## src/design/ssp_params.svh

```systemverilog
/*
  Constants of the synchronous serial port in SPI mode: register offsets,
  field positions, mode codes, reset values and bit-rate divider limits.
  Assumes a 25 MHz system clock and an APB slave with byte addresses.
*/
`ifndef SSP_PARAMS_SVH
`define SSP_PARAMS_SVH

// ==========================================================
// Register offsets
`define SSP_OFS_STATUS 8'h00
`define SSP_OFS_CTRL1 8'h04
`define SSP_OFS_CTRL3 8'h08
`define SSP_OFS_DATA 8'h0C
`define SSP_OFS_BAUD 8'h10
`define SSP_OFS_FLAG 8'h14

// ==========================================================
// Field positions
`define SSP_STAT_SMP 7
`define SSP_STAT_CKE 6
`define SSP_STAT_BF 0
`define SSP_C1_WRITE_COLLISION_FLAG 7
`define SSP_C1_OVFL 6
`define SSP_C1_EN 5
`define SSP_C1_CKP 4
`define SSP_C1_MODE_HI 3
`define SSP_C3_BOEN 4
`define SSP_FLAG_IRQ 0

// ==========================================================
// Mode codes, divider limits, counts and reset values
`define SSP_MODE_DIV4 4'h0
`define SSP_MODE_DIV16 4'h1
`define SSP_MODE_DIV64 4'h2
`define SSP_MODE_TMR 4'h3
`define SSP_MODE_SLV_SS 4'h4
`define SSP_MODE_SLV_NOSS 4'h5
`define SSP_MODE_BAUD 4'hA
`define SSP_LIM_DIV4 9'h001
`define SSP_LIM_DIV16 9'h007
`define SSP_LIM_DIV64 9'h01F
`define SSP_LAST_BIT 3'h7
`define SSP_LAST_EDGE 4'hF
`define SSP_RST_BYTE 8'h00
`define SSP_RST_WORD 32'h0000_0000

`endif

```

## src/design/ssp_pkg.sv

```systemverilog
/*
  Types of the synchronous serial port.
  Assumes the constants header is included where numbers are needed.
*/
package ssp_pkg;
  typedef logic [7:0] ssp_byte_t;
  typedef logic [3:0] ssp_mode_t;
  typedef enum logic {SSP_M_IDLE, SSP_M_RUN} ssp_mstate_e;
endpackage : ssp_pkg

```

## src/design/ssp_baud_gen.sv

```systemverilog
/*
  Half-period tick generator for the master serial clock.
  Assumes run_in is held high only while a master transfer is running.
*/
`timescale 1ns/100ps
`default_nettype none
`include "ssp_params.svh"
module ssp_baud_gen (
  input wire logic clock_in,
  input wire logic rst_in,
  input wire logic run_in,
  input wire ssp_pkg::ssp_mode_t mode_in,
  input wire ssp_pkg::ssp_byte_t reload_in,
  input wire logic timer_tick_in,
  output logic tick_out
);
  logic [8:0] count;

  // Half period minus one, in system clocks
  function automatic logic [8:0] half_limit(input ssp_pkg::ssp_mode_t m,
                                            input ssp_pkg::ssp_byte_t r);
    case (m)
      `SSP_MODE_DIV16: half_limit = `SSP_LIM_DIV16;
      `SSP_MODE_DIV64: half_limit = `SSP_LIM_DIV64;
      `SSP_MODE_BAUD: half_limit = {r, 1'b1}; // 2*(reload+1)-1
      default: half_limit = `SSP_LIM_DIV4;
    endcase
  endfunction

  // Divider counter and tick pulse
  always_ff @(posedge clock_in) begin
    if (rst_in || !run_in) begin
      count <= 9'h000;
      tick_out <= 1'b0;
    end else if (mode_in == `SSP_MODE_TMR) begin
      count <= 9'h000;
      tick_out <= timer_tick_in; // Two ticks per bit
    end else if (count >= half_limit(mode_in, reload_in)) begin
      count <= 9'h000;
      tick_out <= 1'b1;
    end else begin
      count <= count + 9'h001;
      tick_out <= 1'b0;
    end
  end
endmodule // ssp_baud_gen
`default_nettype wire

```

## src/design/ssp_shifter.sv

```systemverilog
/*
  Eight-bit full-duplex shift register with bit counter.
  Assumes lead/trail are one-cycle pulses for idle-to-active and back.
*/
`timescale 1ns/100ps
`default_nettype none
`include "ssp_params.svh"
module ssp_shifter (
  input wire logic clock_in,
  input wire logic rst_in,
  input wire logic clear_in,
  input wire logic load_in,
  input wire ssp_pkg::ssp_byte_t load_data_in,
  input wire logic cke_in,
  input wire logic lead_in,
  input wire logic trail_in,
  input wire logic sdi_in,
  output ssp_pkg::ssp_byte_t shift_reg_out,
  output logic sdo_out,
  output logic [2:0] count_out,
  output logic byte_done_out
);
  logic capture;
  logic launch;

  // Capture and launch sit on opposite edges
  assign capture = cke_in ? lead_in : trail_in;
  assign launch = cke_in ? trail_in : lead_in;

  // Shift register: received bit enters the LSb
  always_ff @(posedge clock_in) begin
    if (rst_in) begin
      shift_reg_out <= `SSP_RST_BYTE;
    end else if (load_in) begin
      shift_reg_out <= load_data_in;
    end else if (capture) begin
      shift_reg_out <= {shift_reg_out[6:0], sdi_in};
    end
  end

  // Bit counter and end-of-byte pulse
  always_ff @(posedge clock_in) begin
    if (rst_in || clear_in || load_in) begin
      count_out <= 3'h0;
      byte_done_out <= 1'b0;
    end else begin
      byte_done_out <= capture && (count_out == `SSP_LAST_BIT);
      if (capture) begin
        count_out <= count_out + 3'h1;
      end
    end
  end

  // Serial output: MSb first, valid early when cke is set
  always_ff @(posedge clock_in) begin
    if (rst_in) begin
      sdo_out <= 1'b0;
    end else if (load_in && cke_in) begin
      sdo_out <= load_data_in[7];
    end else if (launch) begin
      sdo_out <= shift_reg_out[7];
    end
  end
endmodule // ssp_shifter
`default_nettype wire

```

## src/design/ssp_spi_port.sv

```systemverilog
/*
  SPI data path of the synchronous serial port, with APB registers,
  master clock generation, slave select handling and receive buffer.
  Assumes pins are synchronous to clock_in; the pad logic combines each
  output with its enable; timer_tick_in is a one-cycle timer pulse.
*/
// The implementer's own choices: the APB interface to the registers and the register addresses.
`timescale 1ns/100ps
`default_nettype none
`include "ssp_params.svh"
module ssp_spi_port (
  input wire logic clock_in,
  input wire logic rst_in,
  input wire logic psel_in,
  input wire logic penable_in,
  input wire logic pwrite_in,
  input wire logic [7:0] paddr_in,
  input wire logic [31:0] pwdata_in,
  output logic [31:0] prdata_out,
  output logic pready_out,
  output logic pslverr_out,
  input wire logic serial_clock_pin_in,
  output logic serial_clock_pin_out,
  output logic serial_clock_pin_oe_out,
  output logic serial_out_pin_out,
  output logic serial_out_pin_oe_out,
  input wire logic serial_in_pin_in,
  input wire logic slave_select_pin_n_in,
  output logic slave_select_n_out,
  input wire logic timer_tick_in,
  output logic serial_irq_flag_out
);
  // ==========================================================
  // Register state
  logic smp;
  logic cke;
  logic write_collision_flag;
  logic overflow_flag;
  logic enable;
  logic ckp;
  ssp_pkg::ssp_mode_t mode;
  logic boen;
  ssp_pkg::ssp_byte_t serial_data_buffer;
  ssp_pkg::ssp_byte_t serial_baud_reload;
  logic buffer_full_flag;
  logic serial_irq_flag;

  // ==========================================================
  // Internal signals
  ssp_pkg::ssp_mstate_e mstate;
  logic [3:0] edge_count;
  logic sck_prev;
  logic tick;
  logic is_master;
  logic is_slave;
  logic selected;
  logic slave_active;
  logic m_lead;
  logic m_trail;
  logic s_lead;
  logic s_trail;
  logic lead;
  logic trail;
  logic shift_clear;
  logic load;
  logic busy;
  logic collision;
  ssp_pkg::ssp_byte_t shift_reg;
  logic shift_sdo;
  logic [2:0] bit_count;
  logic byte_done;
  logic apb_access;
  logic apb_done;
  logic wr_done;
  logic rd_done;

  // ==========================================================
  // Decoding helpers
  function automatic logic mode_is_master(input ssp_pkg::ssp_mode_t m);
    mode_is_master = (m == `SSP_MODE_DIV4) || (m == `SSP_MODE_DIV16) ||
                     (m == `SSP_MODE_DIV64) || (m == `SSP_MODE_TMR) ||
                     (m == `SSP_MODE_BAUD);
  endfunction

  function automatic logic addr_hit(input logic [7:0] a);
    addr_hit = (a == `SSP_OFS_STATUS) || (a == `SSP_OFS_CTRL1) ||
               (a == `SSP_OFS_CTRL3) || (a == `SSP_OFS_DATA) ||
               (a == `SSP_OFS_BAUD) || (a == `SSP_OFS_FLAG);
  endfunction

  // Read value of one register; unused bits read zero
  function automatic logic [31:0] read_word(input logic [7:0] a);
    read_word = `SSP_RST_WORD;
    case (a)
      `SSP_OFS_STATUS: begin
        read_word[`SSP_STAT_SMP] = smp;
        read_word[`SSP_STAT_CKE] = cke;
        read_word[`SSP_STAT_BF] = buffer_full_flag;
      end
      `SSP_OFS_CTRL1: begin
        read_word[`SSP_C1_WRITE_COLLISION_FLAG] = write_collision_flag;
        read_word[`SSP_C1_OVFL] = overflow_flag;
        read_word[`SSP_C1_EN] = enable;
        read_word[`SSP_C1_CKP] = ckp;
        read_word[`SSP_C1_MODE_HI -: 4] = mode;
      end
      `SSP_OFS_CTRL3: read_word[`SSP_C3_BOEN] = boen;
      `SSP_OFS_DATA: read_word[7:0] = serial_data_buffer;
      `SSP_OFS_BAUD: read_word[7:0] = serial_baud_reload;
      `SSP_OFS_FLAG: read_word[`SSP_FLAG_IRQ] = serial_irq_flag;
      default: read_word = `SSP_RST_WORD;
    endcase
  endfunction

  // ==========================================================
  // Mode and selection decode
  assign is_master = enable && mode_is_master(mode);
  assign is_slave = enable && ((mode == `SSP_MODE_SLV_SS) ||
                               (mode == `SSP_MODE_SLV_NOSS));
  assign selected = (mode == `SSP_MODE_SLV_NOSS) || !slave_select_pin_n_in;
  assign slave_active = is_slave && selected;

  // ==========================================================
  // APB handshake: one wait state, effects at the completing edge
  assign apb_access = psel_in && penable_in;
  assign apb_done = apb_access && pready_out;
  assign wr_done = apb_done && pwrite_in;
  assign rd_done = apb_done && !pwrite_in;

  // Ready, read data and error answer
  always_ff @(posedge clock_in) begin
    if (rst_in) begin
      pready_out <= 1'b0;
      prdata_out <= `SSP_RST_WORD;
      pslverr_out <= 1'b0;
    end else begin
      pready_out <= apb_access && !pready_out;
      pslverr_out <= apb_access && !pready_out && !addr_hit(paddr_in);
      if (apb_access && !pready_out && !pwrite_in) begin
        prdata_out <= read_word(paddr_in);
      end else begin
        prdata_out <= `SSP_RST_WORD;
      end
    end
  end

  // ==========================================================
  // Buffer write acceptance
  assign busy = (mstate == ssp_pkg::SSP_M_RUN) || (bit_count != 3'h0) || byte_done;
  assign collision = wr_done && (paddr_in == `SSP_OFS_DATA) && busy;
  assign load = wr_done && (paddr_in == `SSP_OFS_DATA) && !busy;
  assign shift_clear = !enable ||
                       ((mode == `SSP_MODE_SLV_SS) && slave_select_pin_n_in);

  // Configuration registers written by software
  always_ff @(posedge clock_in) begin
    if (rst_in) begin
      smp <= 1'b0;
      cke <= 1'b0;
      enable <= 1'b0;
      ckp <= 1'b0;
      mode <= `SSP_MODE_DIV4;
      boen <= 1'b0;
      serial_baud_reload <= `SSP_RST_BYTE;
    end else if (wr_done) begin
      case (paddr_in)
        `SSP_OFS_STATUS: begin
          smp <= pwdata_in[`SSP_STAT_SMP]; // Only the upper two bits
          cke <= pwdata_in[`SSP_STAT_CKE];
        end
        `SSP_OFS_CTRL1: begin
          enable <= pwdata_in[`SSP_C1_EN];
          ckp <= pwdata_in[`SSP_C1_CKP];
          mode <= pwdata_in[`SSP_C1_MODE_HI -: 4];
        end
        `SSP_OFS_CTRL3: boen <= pwdata_in[`SSP_C3_BOEN];
        `SSP_OFS_BAUD: serial_baud_reload <= pwdata_in[7:0];
        default: ;
      endcase
    end
  end

  // Collision and overflow flags; hardware set wins over clear
  always_ff @(posedge clock_in) begin
    if (rst_in) begin
      write_collision_flag <= 1'b0;
      overflow_flag <= 1'b0;
    end else begin
      if (collision) begin
        write_collision_flag <= 1'b1;
      end else if (wr_done && (paddr_in == `SSP_OFS_CTRL1)) begin
        write_collision_flag <= pwdata_in[`SSP_C1_WRITE_COLLISION_FLAG];
      end
      if (byte_done && buffer_full_flag && !boen) begin
        overflow_flag <= 1'b1;
      end else if (wr_done && (paddr_in == `SSP_OFS_CTRL1)) begin
        overflow_flag <= pwdata_in[`SSP_C1_OVFL];
      end
    end
  end

  // Data buffer: written by software or by a received byte
  always_ff @(posedge clock_in) begin
    if (rst_in) begin
      serial_data_buffer <= `SSP_RST_BYTE;
    end else if (byte_done && (!buffer_full_flag || boen)) begin
      serial_data_buffer <= shift_reg;
    end else if (load) begin
      serial_data_buffer <= pwdata_in[7:0];
    end
  end

  // Buffer full: set on receive, cleared by a buffer read
  always_ff @(posedge clock_in) begin
    if (rst_in) begin
      buffer_full_flag <= 1'b0;
    end else if (byte_done) begin
      buffer_full_flag <= 1'b1;
    end else if (rd_done && (paddr_in == `SSP_OFS_DATA)) begin
      buffer_full_flag <= 1'b0;
    end
  end

  // Serial interrupt flag, write one to clear
  always_ff @(posedge clock_in) begin
    if (rst_in) begin
      serial_irq_flag <= 1'b0;
      serial_irq_flag_out <= 1'b0;
    end else begin
      serial_irq_flag_out <= serial_irq_flag;
      if (byte_done) begin
        serial_irq_flag <= 1'b1;
      end else if (wr_done && (paddr_in == `SSP_OFS_FLAG) &&
                   pwdata_in[`SSP_FLAG_IRQ]) begin
        serial_irq_flag <= 1'b0;
      end
    end
  end

  // ==========================================================
  // Master clock generation
  ssp_baud_gen u_baud (
    .clock_in(clock_in),
    .rst_in(rst_in),
    .run_in(mstate == ssp_pkg::SSP_M_RUN),
    .mode_in(mode),
    .reload_in(serial_baud_reload),
    .timer_tick_in(timer_tick_in),
    .tick_out(tick)
  );

  // Edge pulses of our own clock, relative to the idle level
  assign m_lead = (mstate == ssp_pkg::SSP_M_RUN) && tick && (serial_clock_pin_out == ckp);
  assign m_trail = (mstate == ssp_pkg::SSP_M_RUN) && tick && (serial_clock_pin_out != ckp);

  // Master sequencer: sixteen half periods per byte
  always_ff @(posedge clock_in) begin
    if (rst_in) begin
      mstate <= ssp_pkg::SSP_M_IDLE;
      edge_count <= 4'h0;
      serial_clock_pin_out <= 1'b0;
      slave_select_n_out <= 1'b1;
    end else if (!is_master) begin
      mstate <= ssp_pkg::SSP_M_IDLE;
      edge_count <= 4'h0;
      serial_clock_pin_out <= ckp;
      slave_select_n_out <= 1'b1;
    end else begin
      unique case (mstate)
        ssp_pkg::SSP_M_IDLE: begin
          serial_clock_pin_out <= ckp; // Idle level
          edge_count <= 4'h0;
          if (load) begin
            mstate <= ssp_pkg::SSP_M_RUN; // Write starts the exchange
            slave_select_n_out <= 1'b0;
          end
        end
        ssp_pkg::SSP_M_RUN: begin
          if (tick) begin
            serial_clock_pin_out <= !serial_clock_pin_out;
            edge_count <= edge_count + 4'h1;
            if (edge_count == `SSP_LAST_EDGE) begin
              mstate <= ssp_pkg::SSP_M_IDLE; // Clock stops
              slave_select_n_out <= 1'b1;
            end
          end
        end
      endcase
    end
  end

  // ==========================================================
  // Slave clock edge detection on the sampled pin
  always_ff @(posedge clock_in) begin
    if (rst_in) begin
      sck_prev <= 1'b0;
    end else begin
      sck_prev <= serial_clock_pin_in;
    end
  end

  assign s_lead = slave_active && (sck_prev == ckp) && (serial_clock_pin_in != ckp);
  assign s_trail = slave_active && (sck_prev != ckp) && (serial_clock_pin_in == ckp);
  assign lead = is_master ? m_lead : s_lead;
  assign trail = is_master ? m_trail : s_trail;

  // ==========================================================
  // Shift register and bit counter
  ssp_shifter u_shift (
    .clock_in(clock_in),
    .rst_in(rst_in),
    .clear_in(shift_clear),
    .load_in(load),
    .load_data_in(pwdata_in[7:0]),
    .cke_in(cke),
    .lead_in(lead),
    .trail_in(trail),
    .sdi_in(serial_in_pin_in), // Partner's output enters here
    .shift_reg_out(shift_reg),
    .sdo_out(shift_sdo),
    .count_out(bit_count),
    .byte_done_out(byte_done)
  );

  // ==========================================================
  // Pin drivers
  always_ff @(posedge clock_in) begin
    if (rst_in) begin
      serial_clock_pin_oe_out <= 1'b0;
      serial_out_pin_oe_out <= 1'b0;
      serial_out_pin_out <= 1'b0;
    end else begin
      serial_clock_pin_oe_out <= is_master; // Slave never drives clock
      serial_out_pin_oe_out <= is_master || slave_active;
      serial_out_pin_out <= shift_sdo; // To partner's input
    end
  end
endmodule // ssp_spi_port
`default_nettype wire

```

## config.mk

```make
export PLATFORM = sky130hd
export DESIGN_NAME = ssp_spi_port
export DESIGN_NICKNAME = d
export VERILOG_FILES = /design/src/design/ssp_pkg.sv /design/src/design/ssp_baud_gen.sv /design/src/design/ssp_shifter.sv /design/src/design/ssp_spi_port.sv
export VERILOG_INCLUDE_DIRS = /design/src /design/src/design
export SDC_FILE = /design/constraint.sdc
export NUM_CORES = 1
export LEC_CHECK = 0
export BUFFER_PORTS_ARGS = -buffer_cell sky130_fd_sc_hd__buf_2
export CAP_MARGIN = 25
export CORE_UTILIZATION = 40
export CTS_CLUSTER_DIAMETER = 80
export DETAILED_ROUTE_END_ITERATION = 6
export GPL_ROUTABILITY_DRIVEN = 0
export PLACE_DENSITY = 0.71
export SYNTH_ARGS = -nofsm -noshare
export SYNTH_HDL_FRONTEND = slang
export SYNTH_HIERARCHICAL = 1
export SYNTH_SLANG_ARGS = --single-unit
```

## constraint.sdc

```tcl
create_clock -name clock_in -period 4 [get_ports clock_in]
set_clock_uncertainty 0.05 [all_clocks]
set_input_delay 0.6 -clock clock_in [delete_from_list [all_inputs] [get_ports clock_in]]
set_output_delay 0.6 -clock clock_in [all_outputs]
set_load 0.02 [all_outputs]
```

==> results of run 1 <==
cells in the final DEF, fill, tap and decap left out, types with 9 or more instances in the layout:
master    Yosys  routed
clkbuf_8      0       9
inv_1        17      17
conb_1        1      24
mux2i_1      29      28
nor3_1       12      12
nor2_1       46      46
a21oi_1      10      10
buf_2         6      40
nand4_1      13      13
nand2b_1     21      21
ha_1         12      12
nand2_1      27      27
nand3_1      11      11
o211ai_1     10      10
dfxtp_1      74      74
nor2b_1      16      16
power groups by stage:
stage               clock network [W]  registers, W   logic, W
floorplan                           0      0.000756  0.0000702
global placement                    0      0.000755  0.0000777
detailed placement                  0      0.000755  0.0000782
CTS                          0.000603      0.000738  0.0000785
global route                 0.000640      0.000738  0.0000865
finish                       0.000592      0.000738  0.0000793
sequential cells by signal, summed over array words and instances, names as in the netlist, 3 cells and up:
signal,count
serial_baud_reload,8
edge_count,4
u_shift/shift_reg_out,8
prdata_out,8
mode,4
u_shift/count_out,3
serial_data_buffer,8
u_baud/count,9
stage by stage:
stage | setup WS (ns) | hold slack [ns]
after floorplan | 1.058 | 0.3889
after CTS | 1.289 | 0.4297
final | 1.276 | 0.4272
after global routing | 1.032 | 0.4419
after global placement | 1.071 | 0.4095
after detailed placement | 1.040 | 0.4146
cell families (layout without fill, tap and decap cells):
group                    Yosys count  after routing  share of synthesized area (%)
AO/OA/AOI/OAI                     72             72                          14.55
XOR/XNOR                          12             12                          2.628
adder cells (fa/ha/maj)           12             12                          3.755
buffers and inverters             64             75                          8.824
flip-flops                        74             74                          37.05
multiplexers                      31             31                          7.822
other                              1             24                        0.09378
AND/OR/NAND/NOR                  176            176                          25.28
per-layer routing:
layer  vias to the layer above  part of all wire [%]  GRT usage (%)
met5                         -                     0              0
li1                       1587                     -              -
met1                      1525                    46          22.47
met2                        83                    47          27.88
met4                         0                   1.8          8.681
met3                        12                   5.1          3.352
path summary, 6_finish.rpt:
| kind | start | to | slack (ns) | cells past startpoint |
|---|---|---|---|---|
| max | mode[1]$_SDFFE_PP0P_ | u_baud/tick_out$_SDFF_PP0_ | 1.28 | 8 |
| min | u_shift/sdo_out$_SDFFE_PP0P_ | serial_out_pin_out$_SDFF_PP0_ | 0.43 | 1 |
| max reg2reg | mode[1]$_SDFFE_PP0P_ | u_baud/tick_out$_SDFF_PP0_ | 1.28 | 8 |
| min reg2reg | u_shift/sdo_out$_SDFFE_PP0P_ | serial_out_pin_out$_SDFF_PP0_ | 0.43 | 1 |
layout make-up:
class	instances	area share [%]
inverters	17	1.453
flip-flops and latches	74	33.74
clock inverters	7	1.795
well taps	133	3.790
multi-input cells	327	51.50
clock buffers	9	2.821
repair buffers	42	4.902
==> metrics.cfg, run 1 <==
[yosys]
yosys.cell_count.top_type=dfxtp_1
synth_common_cells=dfxtp_1, nor2_1, mux2i_1
yosysWarnings=6
avgSynthCellArea_sq_um=9.047
synth_edf_count=0
synth_area_sq_um=3999
yosys.area.top_type_share_pct=37.05
synthArstFlopShare_pct=0
synth-main-ff-cell=dfxtp_1
synth_cells=442
synth_area_leaders=dfxtp_1, mux2i_1, buf_4, nor2_1, ha_1
yosysTopAreaCell=dfxtp_1
yosysSeqAreaShare_pct=37.05
yosysUniqueCellTypes=62
ys_ff_latch=74

[worst_setup_path]
arrival_ns=2.93
cp_num_buf_inv=0
required_ns=4.21
start_kind=flip-flop
path_delay_family=compound AO/OA/AOI/OAI gates
critical_path.max_stage_delay_ns=0.51
critical_path.cell_chain=or2b_1 > nor3_1 > nand2_1 > ha_1 > a211o_1 > a21oi_2 > o21ai_1 > a21o_1
slowest_stage=dfxtp_1
endpoint_kind=flip-flop
critPathMaxFanout=10
crit_type=reg2reg

[clock_tree]
clk_pin_slew_ns=0.09
ctsLongestPathBuffers=2
postCtsSetupBuffers=0
clockRootBuffer=clkbuf_8
htreeDepth=3
cts.sink_count=74
cts_made_buffers=9
cts_tree=built
cts_hold_repair.buffers=0
post_cts_resized=0
clock_latency_ns=0.36

[run_status]
status=completed

[routing]
routed_via_density=5.266
drtIter0Drc=181
firstDrtPassIters=4
wl_per_cell_um=14.22
wl_mm=8.663
drc_errors=0
dr_total_vias=3207
ant_nets=0

[grt]
grt_max_degree=52
antenna_found_initial=0
grt-ovfl-total=0
grt_use_total_pct=17.44
grt_pass1_wl_mm=13.89
grt_pass1_vias=2880

[power_and_ir_drop]
switching_share_pct=25.46
powerDensity_nw_per_um2=321.0
pwr-share-seq_pct=52.4
power_frac_comb_pct=5.6
power_frac_clock_pct=42.0
p_leak_nw=1.641
p_switching_w=0.0003589
peakVddDrop_mv=0.1475
total_power_w=0.001409
p_int_w=0.001051

[timing]
max_freq_mhz=367.1
worstMarginPinSlew_ns=0.9611
min_period_ns=2.724
setup_viol=0
drv_slew=0
fin_tns_setup_ns=0
hold_violations=0
slew_headroom_pct=35.43
rsz0062_at_grt=no
fin_crit_sh_pct=68.10

[floorplanning]
start_util_pct=41.10
coreArea_sq_um=9729
ios=89
dieArea_sq_um=10400
rows=36
fp.dieH_um=102.0
die_x_um=102.0

[finish]
drive_gt1_share_pct=17.86
post-route-util_pct=45.13
final_nets=532
design_area_sq_um=4390
regArea_sq_um=1481
syn_to_final_growth_pct=9.793
fillers=966
stdcell_count=609
antenna_cells=0
multiInputGateArea_sq_um=2261

[worst_hold_path]
hp-class=reg2reg

[placement]
io_buffer_count=40
dp.final_hpwl_mm=6.284
placed_cell_area_sq_um=4188
dp_cells=593

[flow_run]
drv_cap=0

No activity file was read; power rests on OpenSTA's default activity.
==> inputs of run 2 (changes only) <==
==> constraint.sdc (replaced) <==
create_clock -name clock_in -period 2.6 [get_ports clock_in]
set_clock_uncertainty 0.05 [all_clocks]
set_input_delay 0.39 -clock clock_in [delete_from_list [all_inputs] [get_ports clock_in]]
set_output_delay 0.39 -clock clock_in [all_outputs]
set_load 0.02 [all_outputs]
==> metrics.cfg, run 2 (same netlist as run 1, synthesis figures left out) <==
[routing]
dr_total_vias=3243
route.met3.wl_um=438
met2WireLength_mm=4.225
routed.top_layer=met4
routed_via_density=5.231
wl_per_cell_um=14.15
ant_nets=0
wl_mm=8.776
drtIter0Drc=234
drc_errors=0
met1Wirelength_mm=3.963
firstDrtPassIters=7

[timing]
setup_viol=0
fin_tns_setup_ns=0
fin_crit_sh_pct=90.92
drv_slew=0
rsz0062_at_grt=no
hold_slack_ns=0.2679
max_freq_mhz=423.0
worstMarginPinSlew_ns=0.6160
min_period_ns=2.364
hold_violations=0
slew_headroom_pct=58.85

[clock_tree]
cts.sink_count=74
cts_tree=built
postCtsSetupBuffers=0
post_cts_resized=0
clock_latency_ns=0.34
cts_hold_repair.buffers=0
ctsLongestPathBuffers=2
clk_pin_slew_ns=0.07
clockRootBuffer=clkbuf_8
htreeDepth=3
cts_made_buffers=9

[floorplanning]
rows=36
start_util_pct=41.10
ios=89
coreArea_sq_um=9729
die_x_um=102.0
fp.dieH_um=102.0
dieArea_sq_um=10400

[power_and_ir_drop]
p_int_w=0.001732
power_frac_comb_pct=5.6
p_leak_nw=1.715
switching_share_pct=22.69
powerDensity_nw_per_um2=494.6
peakVddDrop_mv=0.2362
power_frac_clock_pct=43.7
p_switching_w=0.0005085
pwr-share-seq_pct=50.7

[finish]
final_nets=543
antenna_cells=0
drive_gt1_share_pct=19.51
regMostFlops=u_baud/count
final_cell_mix=dfxtp_1, nor2_1, buf_2
syn_to_final_growth_pct=13.30
largest_reg_flops=9
final_common_cell=dfxtp_1

[worst_setup_path]
critical_path.cell_chain=buf_4 > nor2b_1 > o2111ai_1 > o32ai_1 > mux2_2 > mux2i_2 > buf_12 > nor3_1 > a2111oi_2
slowest_stage=dfxtp_1
crit_type=reg2reg
critical_path.max_stage_delay_ns=0.35
critPathMaxFanout=20
arrival_ns=2.54
required_ns=2.78
start_kind=flip-flop
endpoint_kind=flip-flop

[grt]
antenna_found_initial=0
grt-ovfl-total=0
grt_use_total_pct=17.86
grt_pass1_wl_mm=14.33
grt_max_degree=37
grt_pass1_vias=3012

[worst_hold_path]
hp-class=in2reg

[flow_run]
drv_cap=0

[run_status]
status=completed

[placement]
dp.final_hpwl_mm=6.544
io_buffer_count=40

[run 2: worst paths after layout]
| path | startpoint | end | slack (ns) | depth (start not counted) |
|---|---|---|---|---|
| hold / removal | serial_clock_pin_in | sck_prev$_SDFF_PP0_ | 0.27 | 3 |
| setup / recovery | mode[1]$_SDFFE_PP0P_ | u_shift/shift_reg_out[2]$_SDFFE_PP0P_ | 0.24 | 9 |
| hold reg to reg | u_shift/sdo_out$_SDFFE_PP0P_ | serial_out_pin_out$_SDFF_PP0_ | 0.42 | 1 |
| setup reg to reg | mode[1]$_SDFFE_PP0P_ | u_shift/shift_reg_out[2]$_SDFFE_PP0P_ | 0.24 | 9 |
[run 2: worst max-delay path: cells and delay by family, from the launching register on]
family / cells / cell delay [ns]
AND/OR/NAND/NOR: 2 / 0.21
AO/OA/AOI/OAI: 3 / 0.75
buffers and inverters: 2 / 0.37
multiplexers: 2 / 0.52
flip-flops: 1 / 0.35
[run 2: per-stage QoR]
step / total power (W) / setup slack [ns] / utilization (%) / instance area [sq um] / instances
6_report: 0.002241 / 0.2362 / 46.57 / 4531 / 620
5_1_grt: 0.002326 / 0.03443 / 46.57 / 4531 / 620
4_1_cts: 0.002254 / 0.1877 / 46.49 / 4523 / 620
3_5_place_dp: 0.001287 / 0.08079 / 44.24 / 4304 / 604
3_3_place_gp: 0.001286 / 0.1302 / 44.24 / 4304 / 604
2_1_floorplan: 0.001272 / 0.03635 / - / 4093 / 465
[run 2: area by class of cell]
cell class | instances | area [sq um]
Fill cell | 948 | 5199
Multi-Input combinational cell | 327 | 2277
Sequential cell | 74 | 1481
Timing Repair Buffer | 53 | 322.8
Tap cell | 133 | 166.4
Clock buffer | 11 | 141.4
Clock inverter | 5 | 77.57
Inverter | 17 | 63.81
[run 2: layer usage]
layer  global-route usage, %  vias to the layer above
met3                   3.420                       15
met4                   7.473                        0
li1                        -                     1605
met1                   23.10                     1518
met2                   29.17                      105
met5                       0                        -
[run 2: power groups by stage]
stage | Combinational (W) | Sequential (W) | Clock (W)
after floorplan | 0.000108 | 0.00116 | 0
after global placement | 0.000124 | 0.00116 | 0
after detailed placement | 0.000125 | 0.00116 | 0
after CTS | 0.000125 | 0.00114 | 0.000993
after global routing | 0.000137 | 0.00114 | 0.00105
final | 0.000127 | 0.00114 | 0.000979
